### src/core/pio_port_defines.vh
// Constants shared by the parallel I/O port files
`ifndef PIO_PORT_DEFINES_VH
`define PIO_PORT_DEFINES_VH

// ==========================================================
// Port geometry
`define PIO_WIDTH          8
`define PIO_SEL_W          3

// ==========================================================
// Register select codes, shared by write and read except PIO_SEL_READBACK, which is read only
`define PIO_SEL_READBACK   3'h0
`define PIO_SEL_LATCH      3'h1
`define PIO_SEL_DIR        3'h2
`define PIO_SEL_ALT        3'h3
`define PIO_SEL_DRIVE      3'h4
`define PIO_SEL_PULLUP     3'h5

// ==========================================================
// Field values
`define PIO_DIR_INPUT      1'h0
`define PIO_DIR_OUTPUT     1'h1
`define PIO_DRV_PUSHPULL   1'h0
`define PIO_DRV_OPENDRAIN  1'h1

// ==========================================================
// Reset values
`define PIO_RST_LATCH      8'h00
`define PIO_RST_DIR        8'h00
`define PIO_RST_ALT        8'h00
`define PIO_RST_DRIVE      8'h00
`define PIO_RST_PULLUP     8'h00
`define PIO_RST_READBACK   8'h00
`define PIO_RST_RESERVED   8'h00

`endif

### src/core/pio_sync.v
// Two-flop synchroniser for asynchronous pin levels
`timescale 1ns/100ps
`default_nettype none
`include "pio_port_defines.vh"

module pio_sync #(
  parameter WIDTH = `PIO_WIDTH
) (
  input  wire             i_mclk,
  input  wire             i_rst_n,
  input  wire [WIDTH-1:0] i_async,
  output reg  [WIDTH-1:0] o_sync
);

  reg [WIDTH-1:0] meta_reg;

  // ==========================================================
  // First stage feeds only the second stage
  always @(posedge i_mclk or negedge i_rst_n) begin
    if (!i_rst_n) begin
      meta_reg <= {WIDTH{1'b0}};
      o_sync   <= {WIDTH{1'b0}};
    end else begin
      meta_reg <= i_async;
      o_sync   <= meta_reg;
    end
  end

endmodule
`default_nettype wire

### src/core/pio_port.v
// Parallel I/O port: output latch, pin sampling, per-pin pad control
`timescale 1ns/100ps
`default_nettype none
`include "pio_port_defines.vh"

module pio_port #(
  parameter               WIDTH         = `PIO_WIDTH,
  parameter [WIDTH-1:0]   RESERVED_MASK = `PIO_RST_RESERVED
) (
  input  wire                  i_mclk,
  input  wire                  i_rst_n,
  input  wire                  i_wr_stb,
  input  wire [`PIO_SEL_W-1:0] i_wr_sel,
  input  wire [WIDTH-1:0]      i_wr_data,
  input  wire                  i_rd_stb,
  input  wire [`PIO_SEL_W-1:0] i_rd_sel,
  output reg  [WIDTH-1:0]      o_rd_data,
  output reg                   o_rd_valid,
  input  wire [WIDTH-1:0]      i_alt_out,
  input  wire [WIDTH-1:0]      i_pin_in,
  output wire [WIDTH-1:0]      o_pin_out,
  output wire [WIDTH-1:0]      o_pin_oe,
  output wire [WIDTH-1:0]      o_pullup_en,
  output wire [WIDTH-1:0]      o_pin_level
);

  reg  [WIDTH-1:0] port_output_latch_reg;
  reg  [WIDTH-1:0] port_direction_select_reg;
  reg  [WIDTH-1:0] alt_function_output_enable_reg;
  reg  [WIDTH-1:0] output_drive_type_select_reg;
  reg  [WIDTH-1:0] pullup_connect_select_reg;
  reg  [WIDTH-1:0] rd_data_next;
  wire [WIDTH-1:0] pin_sync;

  // ==========================================================
  // Pin level synchroniser
  pio_sync #(
    .WIDTH   (WIDTH)
  ) u_sync (
    .i_mclk  (i_mclk),
    .i_rst_n (i_rst_n),
    .i_async (i_pin_in),
    .o_sync  (pin_sync)
  );

  assign o_pin_level = pin_sync;

  // ==========================================================
  // Configuration and latch writes in the core's write cycle
  always @(posedge i_mclk or negedge i_rst_n) begin
    if (!i_rst_n) begin
      port_output_latch_reg          <= `PIO_RST_LATCH;
      port_direction_select_reg      <= `PIO_RST_DIR;
      alt_function_output_enable_reg <= `PIO_RST_ALT;
      output_drive_type_select_reg   <= `PIO_RST_DRIVE;
      pullup_connect_select_reg      <= `PIO_RST_PULLUP;
    end else if (i_wr_stb) begin
      case (i_wr_sel)
        `PIO_SEL_LATCH: begin
          port_output_latch_reg <= i_wr_data;
        end
        `PIO_SEL_DIR: begin
          port_direction_select_reg <= i_wr_data;
        end
        `PIO_SEL_ALT: begin
          alt_function_output_enable_reg <= i_wr_data;
        end
        `PIO_SEL_DRIVE: begin
          output_drive_type_select_reg <= i_wr_data;
        end
        `PIO_SEL_PULLUP: begin
          pullup_connect_select_reg <= i_wr_data;
        end
        default: begin
          port_output_latch_reg <= port_output_latch_reg;
        end
      endcase
    end
  end

  // ==========================================================
  // Read data path
  always @* begin
    rd_data_next = {WIDTH{1'b0}};
    case (i_rd_sel)
      `PIO_SEL_READBACK: begin
        rd_data_next = pin_sync;
      end
      `PIO_SEL_LATCH: begin
        rd_data_next = port_output_latch_reg;
      end
      `PIO_SEL_DIR: begin
        rd_data_next = port_direction_select_reg;
      end
      `PIO_SEL_ALT: begin
        rd_data_next = alt_function_output_enable_reg;
      end
      `PIO_SEL_DRIVE: begin
        rd_data_next = output_drive_type_select_reg;
      end
      `PIO_SEL_PULLUP: begin
        rd_data_next = pullup_connect_select_reg;
      end
      default: begin
        rd_data_next = {WIDTH{1'b0}};
      end
    endcase
  end

  always @(posedge i_mclk or negedge i_rst_n) begin
    if (!i_rst_n) begin
      o_rd_data  <= {WIDTH{1'b0}};
      o_rd_valid <= 1'b0;
    end else begin
      o_rd_valid <= i_rd_stb;
      if (i_rd_stb) begin
        o_rd_data <= rd_data_next;
      end
    end
  end

  // ==========================================================
  // Per-pin pad control
  genvar g;
  generate
    for (g = 0; g < WIDTH; g = g + 1) begin : g_pin
      wire is_out;
      wire is_od;
      wire drive_val;
      // Oscillator pins never driven by the port
      assign is_out = (port_direction_select_reg[g] == `PIO_DIR_OUTPUT) & ~RESERVED_MASK[g];
      assign is_od  = (output_drive_type_select_reg[g] == `PIO_DRV_OPENDRAIN);
      assign drive_val = alt_function_output_enable_reg[g] ? i_alt_out[g]
                                                           : port_output_latch_reg[g];
      // Open drain drives low only
      assign o_pin_out[g]   = is_od ? 1'b0 : drive_val;
      assign o_pin_oe[g]    = is_out & (~is_od | ~drive_val);
      assign o_pullup_en[g] = pullup_connect_select_reg[g] & ~RESERVED_MASK[g] & (~is_out | is_od);
    end
  endgenerate

endmodule
`default_nettype wire

### config.mk
export PLATFORM = sky130hd
export DESIGN_NAME = pio_port
export DESIGN_NICKNAME = d
export VERILOG_FILES = /design/src/core/pio_sync.v /design/src/core/pio_port.v
export VERILOG_INCLUDE_DIRS = /design/src /design/src/core
export SDC_FILE = /design/constraint.sdc
export NUM_CORES = 1
export LEC_CHECK = 0
export ABC_CLOCK_PERIOD_IN_PS = 3300
export BUFFER_PORTS_ARGS = -buffer_cell sky130_fd_sc_hd__buf_2
export CORE_MARGIN = 1.5
export CORE_UTILIZATION = 55
export DETAILED_ROUTE_END_ITERATION = 10
export PLACE_DENSITY = 0.8
export SYNTH_ARGS = -nofsm -noshare
export SYNTH_HDL_FRONTEND = slang
export SYNTH_SLANG_ARGS = --single-unit
export TNS_END_PERCENT = 10
### constraint.sdc
create_clock -name i_mclk -period 3.3 [get_ports i_mclk]
set_input_delay 0.495 -clock i_mclk [delete_from_list [all_inputs] [get_ports i_mclk]]
set_output_delay 0.495 -clock i_mclk [all_outputs]
set_load 0.01 [all_outputs]
==> results of run 1 <==
logic make-up (layout without fill, tap and decap cells):
group           count (synthesis)  in the layout  synth area share (%)
simple gates                   42             42                 6.702
buf+inv                        19            104                 3.351
mux                            56             56                 21.76
flops                          65             65                 56.57
compound gates                 52             52                 11.62
Yosys cell counts:
master / number / area [µm²]
sky130_fd_sc_hd__inv_1: 10 / 37.54
sky130_fd_sc_hd__dfrtp_1: 65 / 1627
sky130_fd_sc_hd__a211o_1: 4 / 35.03
sky130_fd_sc_hd__or2b_1: 1 / 7.510
sky130_fd_sc_hd__a31oi_1: 4 / 25.02
sky130_fd_sc_hd__nor3_2: 1 / 10.01
sky130_fd_sc_hd__nor2_1: 24 / 90.09
sky130_fd_sc_hd__buf_2: 5 / 25.02
sky130_fd_sc_hd__buf_4: 1 / 7.510
sky130_fd_sc_hd__o22a_1: 1 / 8.760
sky130_fd_sc_hd__o211ai_1: 1 / 7.510
sky130_fd_sc_hd__nor4bb_1: 2 / 20.02
sky130_fd_sc_hd__a21boi_0: 8 / 60.06
sky130_fd_sc_hd__buf_6: 2 / 22.52
sky130_fd_sc_hd__clkbuf_1: 1 / 3.750
sky130_fd_sc_hd__o21a_1: 8 / 60.06
sky130_fd_sc_hd__nand4b_1: 1 / 8.760
sky130_fd_sc_hd__a211oi_1: 3 / 22.52
sky130_fd_sc_hd__nand2_1: 10 / 37.54
sky130_fd_sc_hd__nor3_1: 1 / 5.000
sky130_fd_sc_hd__mux2i_1: 22 / 220.2
sky130_fd_sc_hd__mux2_2: 32 / 360.4
sky130_fd_sc_hd__mux4_2: 2 / 45.04
sky130_fd_sc_hd__o21ai_0: 10 / 50.05
sky130_fd_sc_hd__or4_1: 1 / 7.510
sky130_fd_sc_hd__a21oi_1: 13 / 65.06
sky130_fd_sc_hd__nand2b_1: 1 / 6.260
layout make-up:
| cell class | instances | area [µm²] |
|---|---|---|
| clock inverters | 7 | 95.09 |
| multi-input cells | 150 | 1165 |
| well taps | 70 | 87.58 |
| clock buffers | 9 | 123.9 |
| flip-flops and latches | 65 | 1627 |
| repair buffers | 78 | 400.4 |
| inverters | 10 | 37.54 |
| fillers | 416 | 1539 |
final timing paths:
kind | end | slack, ns
max in group asynchronous | port_direction_select_reg[7]$_DFFE_PN0P_ | 2.30
min reg2reg | u_sync.o_sync[7]$_DFF_PN0_ | 0.35
min | alt_function_output_enable_reg[6]$_DFFE_PN0P_ | 0.26
min in group i_mclk | u_sync.meta_reg[6]$_DFF_PN0_ | 0.26
max reg2reg | o_rd_data[2]$_DFFE_PN0P_ | 2.07
max | o_pin_oe[1] | 1.47
per-layer routing:
layer / wire length (µm) / GRT usage (%) / vias up
met1: 2778 / 32.80 / 1051
met5: 0 / 0 / -
li1: - / - / 990
met4: 170 / 11.51 / 0
met3: 415 / 7.937 / 18
met2: 3088 / 38.99 / 89
power by group through the flow:
stage               registers, mW  clock network, mW  logic (mW)
floorplan                    1.03                  0       0.302
global placement             1.04                  0       0.467
detailed placement           1.05                  0       0.481
CTS                          1.03              0.747       0.487
global route                 1.05              0.785       0.538
finish                       1.04              0.738       0.483
==> summary.txt, run 1 <==
Clocking
  • CTS max path bufs: 2
  • Number of clock buffers inserted by TritonCTS: 9
  • CTS tree: yes
  • Clock-pin slew of the registers on the worst-case setup and hold paths: 0.08 ns
  • Clock Sinks: 65
  • Post-CTS Hold Buffers: 0
  • Clock latency of the later-clocked register in the worst-skew pair: 0.34 ns
  • Cells resized by post-CTS repair: 0
  • Clock root buffer: sky130_fd_sc_hd__clkbuf_8
  • Post-CTS setup buffers: 0
  • CTS H-Tree Depth: 3

Worst setup path
  • Maximum net fanout on the critical path: 3
  • Depth of the worst register-to-register path: 3
  • Critical path required time: 2.80 ns
  • Startpoint of the worst-slack reg-to-reg timing path: alt_function_output_enable_reg[2]$_DFFE_PN0P_
  • Worst path buffer plus inverter count: 1
  • CP delay by family, top: flip-flops
  • Data arrival time of the critical path: 1.33 ns
  • Crit. End Element: primary output
  • Biggest cell delay along the critical path: 0.39 ns
  • Critical path launch point: alt_function_output_enable_reg[1]$_DFFE_PN0P_
  • Kind of critical path: register to primary output
  • CP max-delay cell: sky130_fd_sc_hd__dfrtp_1
  • Cell depth of the worst setup path: 3
  • Worst Setup Start Kind: register
  • Ordered list of cells on the worst path: mux2i_1 -> o21a_1 -> buf_2

Layout
  • Proportion of layout cells with a drive suffix above 1: 41.07%
  • Area Growth Syn to Fin: 22.98%
  • N_diodes: 0
  • Final instance area: 3536 µm²
  • Nets: 348
  • Post-route core utilization: 69.67%
  • Commonest non-fill, non-tap cell in the layout: sky130_fd_sc_hd__buf_2
  • Post-route non-filler standard cell count: 389
  • Commonest cells after routing, fill and taps aside: 74 x sky130_fd_sc_hd__buf_2, 65 x sky130_fd_sc_hd__dfrtp_1, 32 x sky130_fd_sc_hd__mux2_2

Drt
  • DR pass1 iterations: 4
  • Number of DRC markers in iteration 0: 136
  • DR vias/cell: 5.522
  • Wire length reported by the detailed router: 6454 µm
  • Total number of vias: 2148
  • Antenna Nets Post-Route: 0
  • Total DRC errors in the routed layout: 0
  • Average wire per standard cell: 16.59 µm

GRT
  • Number of global-route vias before repair: 2140
  • Initial antenna violation count: 0
  • Maximum number of pins on one net before global-route repair: 40
  • GRT Overall Usage: 25.20%
  • Wire length of the first global-routing pass: 10220 µm
  • Leftover overflow at the end of global routing: 0

Logic synthesis
  • Mean post-synth cell area: 12.29 µm²
  • Synthesis-stage register bit count: 65
  • Number of distinct standard cells referenced by the synthesized netlist: 27
  • Post-synth net total: 268
  • Synthesized netlist cell count: 234
  • Netlist area before placement: 2875 µm²
  • Count of warnings emitted by yosys: 0
  • Sequential element share of the synthesized area: 56.57%

Placement
  • Post-place instance area: 3317 µm²
  • Final HPWL DP: 4297 µm
  • # port buffers: 74
  • Final weighted congestion in routability-driven placement: 0.8181
  • Cell count after placement: 373
  • Pre-CTS WS: 1.434 ns

Power and ir drop
  • Internal portion of total power: 1.597 mW
  • Logic gate share of total power: 21.4%
  • Tot Pwr: 2.258 mW
  • Leakage power of the design: 1.681 nW
  • Sw power: 661.6 µW
  • Fraction of power consumed by sequential logic: 45.9%
  • Clock network power share: 32.7%
  • IR drop worst, VDD: 0.4625 mV
  • Switch share: 29.30%
  • Power per cell area: 638.6 nW/µm²

Worst hold path
  • Path category of the worst min-delay check: input port to asynchronous set/reset pin

Timing
  • Final setup skew: 0.006748 ns
  • Slew Limit Headroom: 32.28%
  • Unrepaired setup endpoints after global routing: false
  • Max Freq: 547.4 MHz
  • Final setup margin: 1.473 ns
  • Setup violations, final: 0
  • Transition time at the pin with the least slew margin: 1.010 ns
  • Final count of pins violating max slew: 0
  • Post-layout minimum cycle time: 1.827 ns
  • Final critical-path share of the clock period: 55.36%
  • Min Hold Slack: 0.2562 ns
  • Hold violation count in the final report: 0
  • Setup tns final: 0 ns

Job
  • MaxCap Viol Count: 0

Die
  • Top-level port count: 75
  • Effective utilization at floorplan: 56.66%
  • Floorplan die area: 5671 µm²
  • Core area: 5075 µm²
  • Vertical die dimension: 75.31 µm
  • Std cell rows: 26
  • Die span in x: 75.31 µm

Status
  • Result of the run: finished clean
Power figures use the tool's default switching activity.
==> run 2: changes to the inputs <==
ABC_CLOCK_PERIOD_IN_PS = 1700   (was 3300)
CORE_UTILIZATION = 52   (was 55)
PLACE_DENSITY = 0.76   (was 0.8)
clock period = 1.7 ns   (was 3.3 ns; I/O delays follow)
==> summary.txt, run 2 (same netlist as run 1, synthesis figures left out) <==
Status
  • Result of the run: finished clean (unchanged)

Drt
  • Antenna Nets Post-Route: 0 (unchanged)
  • DR vias/cell: 5.355 (was 5.522)
  • Total DRC errors in the routed layout: 0 (unchanged)
  • Number of DRC markers in iteration 0: 124 (was 136)
  • DR pass1 iterations: 4 (unchanged)
  • Wire length reported by the detailed router: 6400 µm (was 6454 µm)
  • Average wire per standard cell: 16.24 µm (was 16.59 µm)
  • Total number of vias: 2110 (was 2148)

Layout
  • Post-route non-filler standard cell count: 394 (was 389)
  • Nets: 353 (was 348)
  • Commonest cells after routing, fill and taps aside: 74 x sky130_fd_sc_hd__buf_2, 65 x sky130_fd_sc_hd__dfrtp_1, 32 x sky130_fd_sc_hd__mux2_2 (unchanged)
  • Area Growth Syn to Fin: 25.15% (was 22.98%)
  • N_diodes: 0 (unchanged)
  • Final instance area: 3598 µm² (was 3536 µm²)
  • Proportion of layout cells with a drive suffix above 1: 40.12% (was 41.07%)
  • Commonest non-fill, non-tap cell in the layout: sky130_fd_sc_hd__buf_2 (unchanged)

GRT
  • Global routing met1 resource utilization: 30.96% (was 32.80%)
  • Initial antenna violation count: 0 (unchanged)
  • GRT Overall Usage: 23.60% (was 25.20%)
  • Wire length of the first global-routing pass: 10410 µm (was 10220 µm)
  • Number of global-route vias before repair: 2106 (was 2140)
  • Met3 Use GR: 8.706% (was 7.937%)
  • Layer carrying the most global-route usage: met2 (unchanged)
  • Maximum number of pins on one net before global-route repair: 66 (was 40)
  • Global Route met2 Usage: 36.67% (was 38.99%)
  • Leftover overflow at the end of global routing: 0 (unchanged)

Worst setup path
  • Depth of the worst register-to-register path: 3 (unchanged)
  • Critical path required time: 1.44 ns (was 2.80 ns)
  • Maximum net fanout on the critical path: 3 (unchanged)
  • Data arrival time of the critical path: 1.28 ns (was 1.33 ns)
  • Endpoint of the lowest-slack register-to-register path: o_rd_data[5]$_DFFE_PN0P_ (was o_rd_data[2]$_DFFE_PN0P_)
  • Crit. End Element: primary output (unchanged)
  • Worst path buffer plus inverter count: 1 (unchanged)
  • Startpoint of the worst-slack reg-to-reg timing path: alt_function_output_enable_reg[5]$_DFFE_PN0P_ (was alt_function_output_enable_reg[2]$_DFFE_PN0P_)
  • CP delay by family, top: flip-flops (unchanged)
  • Ordered list of cells on the worst path: mux2i_1 -> o21a_1 -> buf_2 (unchanged)
  • CP max-delay cell: sky130_fd_sc_hd__dfrtp_1 (unchanged)
  • Kind of critical path: register to primary output (unchanged)
  • Worst Setup Start Kind: register (unchanged)
  • Register-to-register setup slack: 0.46 ns (was 2.07 ns)
  • Biggest cell delay along the critical path: 0.39 ns (about the same)

Timing
  • Final critical-path share of the clock period: 90.00%
  • Transition time at the pin with the least slew margin: 0.5400 ns (was 1.010 ns)
  • Final count of pins violating max slew: 0 (unchanged)
  • Setup tns final: 0 ns (unchanged)
  • Hold violation count in the final report: 0 (unchanged)
  • Unrepaired setup endpoints after global routing: false (unchanged)
  • Max Freq: 653.6 MHz
  • Post-layout minimum cycle time: 1.530 ns
  • Slew Limit Headroom: 63.81% (was 32.28%)
  • Setup violations, final: 0 (unchanged)
  • Final setup skew: 0.007843 ns (was 0.006748 ns)

Die
  • Effective utilization at floorplan: 55.24% (was 56.66%)
  • Core area: 5205 µm² (was 5075 µm²)
  • Die span in x: 77.36 µm (was 75.31 µm)
  • Std cell rows: 26 (unchanged)
  • Vertical die dimension: 77.36 µm (was 75.31 µm)
  • Floorplan die area: 5985 µm² (was 5671 µm²)
  • Top-level port count: 75 (unchanged)

Job
  • MaxCap Viol Count: 0 (unchanged)

Power and ir drop
  • Logic gate share of total power: 21.6% (was 21.4%)
  • Tot Pwr: 4.426 mW (was 2.258 mW)
  • Switch share: 28.65% (was 29.30%)
  • Internal portion of total power: 3.158 mW (was 1.597 mW)
  • IR drop worst, VDD: 0.6560 mV (was 0.4625 mV)
  • Power per cell area: 1230 nW/µm² (was 638.6 nW/µm²)
  • Sw power: 1.268 mW (was 661.6 µW)
  • Fraction of power consumed by sequential logic: 45.7% (was 45.9%)
  • Leakage power of the design: 1.717 nW (was 1.681 nW)
  • Clock network power share: 32.8% (was 32.7%)

Clocking
  • Number of clock buffers inserted by TritonCTS: 9 (unchanged)
  • CTS tree: yes (unchanged)
  • Clock-pin slew of the registers on the worst-case setup and hold paths: 0.07 ns (was 0.08 ns)
  • CTS max path bufs: 2 (unchanged)
  • Post-CTS setup buffers: 0 (unchanged)
  • Clock latency of the later-clocked register in the worst-skew pair: 0.34 ns (about the same)
  • Clock root buffer: sky130_fd_sc_hd__clkbuf_8 (unchanged)
  • CTS H-Tree Depth: 3 (unchanged)
  • Clock Sinks: 65 (unchanged)

Placement
  • Cell count after placement: 374 (was 373)
  • # port buffers: 74 (unchanged)
  • Final HPWL DP: 4557 µm (was 4297 µm)
  • Post-place instance area: 3337 µm² (was 3317 µm²)
  • Final weighted congestion in routability-driven placement: 0.8138 (was 0.8181)

Worst hold path
  • Worst Hold Depth: 1
  • Hold path startpoint: i_pin_in[3]
  • Hold Crit Endpoint: u_sync.meta_reg[3]$_DFF_PN0_
  • Path category of the worst min-delay check: input port to register (was input port to asynchronous set/reset pin)
==> run 2: cell types whose count changed in the layout (fill, tap and decap cells not counted) <==
cell                            before  now
sky130_fd_sc_hd__clkbuf_8            9   10
sky130_fd_sc_hd__buf_12              0    1
sky130_fd_sc_hd__clkinvlp_4          4    1
sky130_fd_sc_hd__clkinv_4            0    1
sky130_fd_sc_hd__clkinv_2            1    0
sky130_fd_sc_hd__dlygate4sd3_1       0    4
sky130_fd_sc_hd__clkbuf_1            0    2
==> run 2: worst register-to-register path, cell delays in order, from the launching register on <==
cell and delay, ns:
sky130_fd_sc_hd__dfrtp_1 0.41, sky130_fd_sc_hd__mux4_2 0.48, sky130_fd_sc_hd__a21oi_1 0.17, sky130_fd_sc_hd__nor2_1 0.07
==> run 2: power groups by stage <==
stage / clock, mW / combinational [mW] / sequential [mW]
after global placement: 0 / 0.926 / 2.03
final: 1.45 / 0.956 / 2.02
after detailed placement: 0 / 0.952 / 2.04
after floorplan: 0 / 0.586 / 1.99
after CTS: 1.48 / 0.961 / 2.01
after global routing: 1.56 / 1.05 / 2.05
==> run 2: worst max-delay path by stage <==
stage / start / end / slack (ns) / cells past startpoint
2_1_floorplan: i_rd_sel[0] / o_rd_data[0]$_DFFE_PN0P_ / 0.54 / 4
6_report: alt_function_output_enable_reg[4]$_DFFE_PN0P_ / o_pin_oe[4] / 0.17 / 3
3_3_place_gp: i_wr_sel[2] / alt_function_output_enable_reg[0]$_DFFE_PN0P_ / 0.27 / 3
3_5_place_dp: i_wr_sel[2] / alt_function_output_enable_reg[1]$_DFFE_PN0P_ / 0.21 / 3
5_1_grt: alt_function_output_enable_reg[3]$_DFFE_PN0P_ / o_pin_oe[3] / 0.05 / 3
4_1_cts: alt_function_output_enable_reg[4]$_DFFE_PN0P_ / o_pin_oe[4] / 0.15 / 3
==> run 2: metal layers <==
metal  routed length, µm  part of all wire [%]
met2                3109                    49
met5                   0                     0
met3                 400                   6.3
met4                  63                  0.98
met1                2827                    44
==> run 2: stage by stage <==
| step | util [%] | hold WS, ns | setup WS (ns) |
|---|---|---|---|
| final | 69.13 | 0.02221 | 0.1700 |
| after global routing | 69.13 | 0.001308 | 0.05180 |
| after CTS | 68.75 | 0.002467 | 0.1492 |
| after detailed placement | 64.11 | 0.2924 | 0.2093 |
| after global placement | 64.11 | 0.2912 | 0.2705 |
| after floorplan | - | -0.04059 | 0.5401 |
==> run 2: area by class of cell <==
class,instances,area [µm²]
clock buffers,12,145.1
clock inverters,4,76.32
fillers,412,1607
inverters,10,37.54
multi-input cells,150,1165
flip-flops and latches,65,1627
well taps,70,87.58
repair buffers,83,460.4
==> run 2: what timing repair did <==
| action | CTS | global route |
|---|---|---|
| endpoints found under the hold margin | 66 | 2 |
| resized for setup | 0 | 0 |
| hold buffers | 2 | 2 |
==> run 3: changes to the inputs <==
--- a/config.mk
+++ b/config.mk
@@ -12,4 +12,5 @@
 export CORE_UTILIZATION = 52
 export DETAILED_ROUTE_END_ITERATION = 10
+export GPL_TIMING_DRIVEN = 0
 export PLACE_DENSITY = 0.76
 export SYNTH_ARGS = -nofsm -noshare
==> constraint.sdc (replaced) <==
create_clock -name i_mclk -period 1.7 [get_ports i_mclk]
set_input_delay 0.34 -clock i_mclk [delete_from_list [all_inputs] [get_ports i_mclk]]
set_output_delay 0.34 -clock i_mclk [all_outputs]
set_load 0.01 [all_outputs]
==> summary.txt, run 3 (same netlist as run 1, synthesis figures left out) <==
Worst setup path
  • Data arrival time of the critical path: 1.26 ns (was 1.28 ns)
  • Critical path required time: 1.36 ns (was 1.44 ns)
  • Crit. End Element: primary output (unchanged)
  • Kind of critical path: register to primary output (unchanged)
  • Worst Setup Start Kind: register (unchanged)
  • Maximum net fanout on the critical path: 3 (unchanged)

Timing
  • Hold violation count in the final report: 0 (unchanged)
  • Final setup margin: 0.09700 ns (was 0.1700 ns)
  • Final setup skew: 0.005136 ns (was 0.007843 ns)
  • Post-layout minimum cycle time: 1.603 ns (was 1.530 ns)
  • Max Freq: 623.8 MHz (was 653.6 MHz)
  • Unrepaired setup endpoints after global routing: false (unchanged)
  • Setup tns final: 0 ns (unchanged)
  • Final count of pins violating max slew: 0 (unchanged)
  • Transition time at the pin with the least slew margin: 0.7895 ns (was 0.5400 ns)
  • Slew Limit Headroom: 47.37% (was 63.81%)
  • Setup violations, final: 0 (unchanged)
  • Final critical-path share of the clock period: 94.29% (was 90.00%)

Clocking
  • CTS tree: yes (unchanged)
  • Clock root buffer: sky130_fd_sc_hd__clkbuf_8 (unchanged)
  • Number of clock buffers inserted by TritonCTS: 9 (unchanged)
  • Cells resized by post-CTS repair: 0 (unchanged)
  • Post-CTS Hold Buffers: 0 (was 2)
  • Post-CTS setup buffers: 0 (unchanged)
  • CTS H-Tree Depth: 3 (unchanged)
  • Clock Sinks: 65 (unchanged)
  • CTS max path bufs: 2 (unchanged)
  • Clock latency of the later-clocked register in the worst-skew pair: 0.34 ns (about the same)
  • Clock-pin slew of the registers on the worst-case setup and hold paths: 0.07 ns (about the same)

Die
  • Core area: 5205 µm² (unchanged)
  • Top-level port count: 75 (unchanged)
  • Effective utilization at floorplan: 55.24% (unchanged)
  • Vertical die dimension: 77.36 µm (unchanged)
  • Floorplan die area: 5985 µm² (unchanged)
  • Die span in x: 77.36 µm (unchanged)
  • Std cell rows: 26 (unchanged)

Layout
  • Nets: 352 (was 353)
  • Register area: 1627 µm² (unchanged)
  • Fillcell total: 415 (was 412)
  • Multi-input gate area in the final layout: 1152 µm² (was 1165 µm²)
  • Area Growth Syn to Fin: 22.54% (was 25.15%)
  • Post-route core utilization: 67.69% (was 69.13%)
  • Commonest cells after routing, fill and taps aside: 77 x sky130_fd_sc_hd__buf_2, 65 x sky130_fd_sc_hd__dfrtp_1, 32 x sky130_fd_sc_hd__mux2_2 (was 74 x sky130_fd_sc_hd__buf_2, 65 x sky130_fd_sc_hd__dfrtp_1, 32 x sky130_fd_sc_hd__mux2_2)
  • Commonest non-fill, non-tap cell in the layout: sky130_fd_sc_hd__buf_2 (unchanged)
  • Proportion of layout cells with a drive suffix above 1: 40.56% (was 40.12%)
  • N_diodes: 0 (unchanged)

Drt
  • Total DRC errors in the routed layout: 0 (unchanged)
  • Total number of vias: 2156 (was 2110)
  • DR pass1 iterations: 4 (unchanged)
  • Wire length reported by the detailed router: 6583 µm (was 6400 µm)
  • Antenna Nets Post-Route: 0 (unchanged)
  • Number of DRC markers in iteration 0: 113 (was 124)
  • Average wire per standard cell: 16.75 µm (was 16.24 µm)
  • DR vias/cell: 5.486 (was 5.355)

GRT
  • Initial antenna violation count: 0 (unchanged)
  • Maximum number of pins on one net before global-route repair: 66 (unchanged)
  • Leftover overflow at the end of global routing: 0 (unchanged)
  • GRT Overall Usage: 23.64% (was 23.60%)
  • Number of global-route vias before repair: 2059 (was 2106)
  • Wire length of the first global-routing pass: 10470 µm (was 10410 µm)

Placement
  • Pre-CTS WS: 0.08018 ns (was 0.2093 ns)
  • Final HPWL DP: 4595 µm (was 4557 µm)
  • Final weighted congestion in routability-driven placement: 0.8699 (was 0.8138)
  • # port buffers: 73 (was 74)

Power and ir drop
  • IR drop worst, VDD: 0.7420 mV (was 0.6560 mV)
  • Leakage power of the design: 1.704 nW (was 1.717 nW)
  • Power per cell area: 1194 nW/µm² (was 1230 nW/µm²)

Status
  • Result of the run: finished clean (unchanged)

Job
  • MaxCap Viol Count: 0 (unchanged)

Worst hold path
  • Path category of the worst min-delay check: input port to asynchronous set/reset pin (was input port to register)
-- run 3: cell type report --
class | count | area share (%)
sequential | 65 | 46.16
clock buffer | 14 | 5.185
buffer | 9 | 1.669
clock inverter | 2 | 0.2841
tap | 70 | 2.486
multi-input combinational | 150 | 32.71
inverter | 10 | 1.065
timing repair buffer | 73 | 10.44
-- run 3: stage by stage --
stage | cell area [µm²] | power (mW) | instances | hold slack [ns]
floorplan | 2875 | 2.576 | 234 | 0.04441
global placement | 3328 | 2.950 | 377 | 0.3315
detailed placement | 3331 | 2.989 | 377 | 0.3363
CTS | 3523 | 4.230 | 393 | 0.09467
global route | 3523 | 4.421 | 393 | 0.08183
finish | 3523 | 4.208 | 393 | 0.07880
-- run 3: worst paths after layout --
path                                                 to  slack [ns]  cells after the start                                     startpoint
setup / recovery                            o_pin_oe[7]         0.1                      3  alt_function_output_enable_reg[7]$_DFFE_PN0P_
hold / removal             u_sync.meta_reg[2]$_DFF_PN0_        0.08                      1                                        i_rst_n
setup reg to reg               o_rd_data[2]$_DFFE_PN0P_        0.45                      3  alt_function_output_enable_reg[2]$_DFFE_PN0P_
hold reg to reg              u_sync.o_sync[5]$_DFF_PN0_        0.35                      0                   u_sync.meta_reg[5]$_DFF_PN0_
max in group asynchronous      o_rd_data[3]$_DFFE_PN0P_        1.10                      1                                        i_rst_n
min in group i_mclk        u_sync.meta_reg[2]$_DFF_PN0_        0.11                      1                                    i_pin_in[2]
-- run 3: worst max-delay path, stage by stage (launching register included) --
cell and delay (ns):
sky130_fd_sc_hd__dfrtp_1 0.39, sky130_fd_sc_hd__mux2i_1 0.25, sky130_fd_sc_hd__o21a_1 0.16, sky130_fd_sc_hd__buf_2 0.13
-- run 3: power by group --
part	leakage [nW]	internal (mW)	switching, mW
Sequential	0.774	1.80	0.209
Combinational	0.827	0.480	0.475
Clock	0.102	0.685	0.556
-- run 3: metal layers --
metal | vias up | part of all wire, % | GRT usage (%)
met5 | - | 0 | 0
met4 | 0 | 2.1 | 8.909
met3 | 13 | 5.6 | 8.118
met2 | 75 | 47 | 35.35
met1 | 1063 | 45 | 31.99
li1 | 1005 | - | -
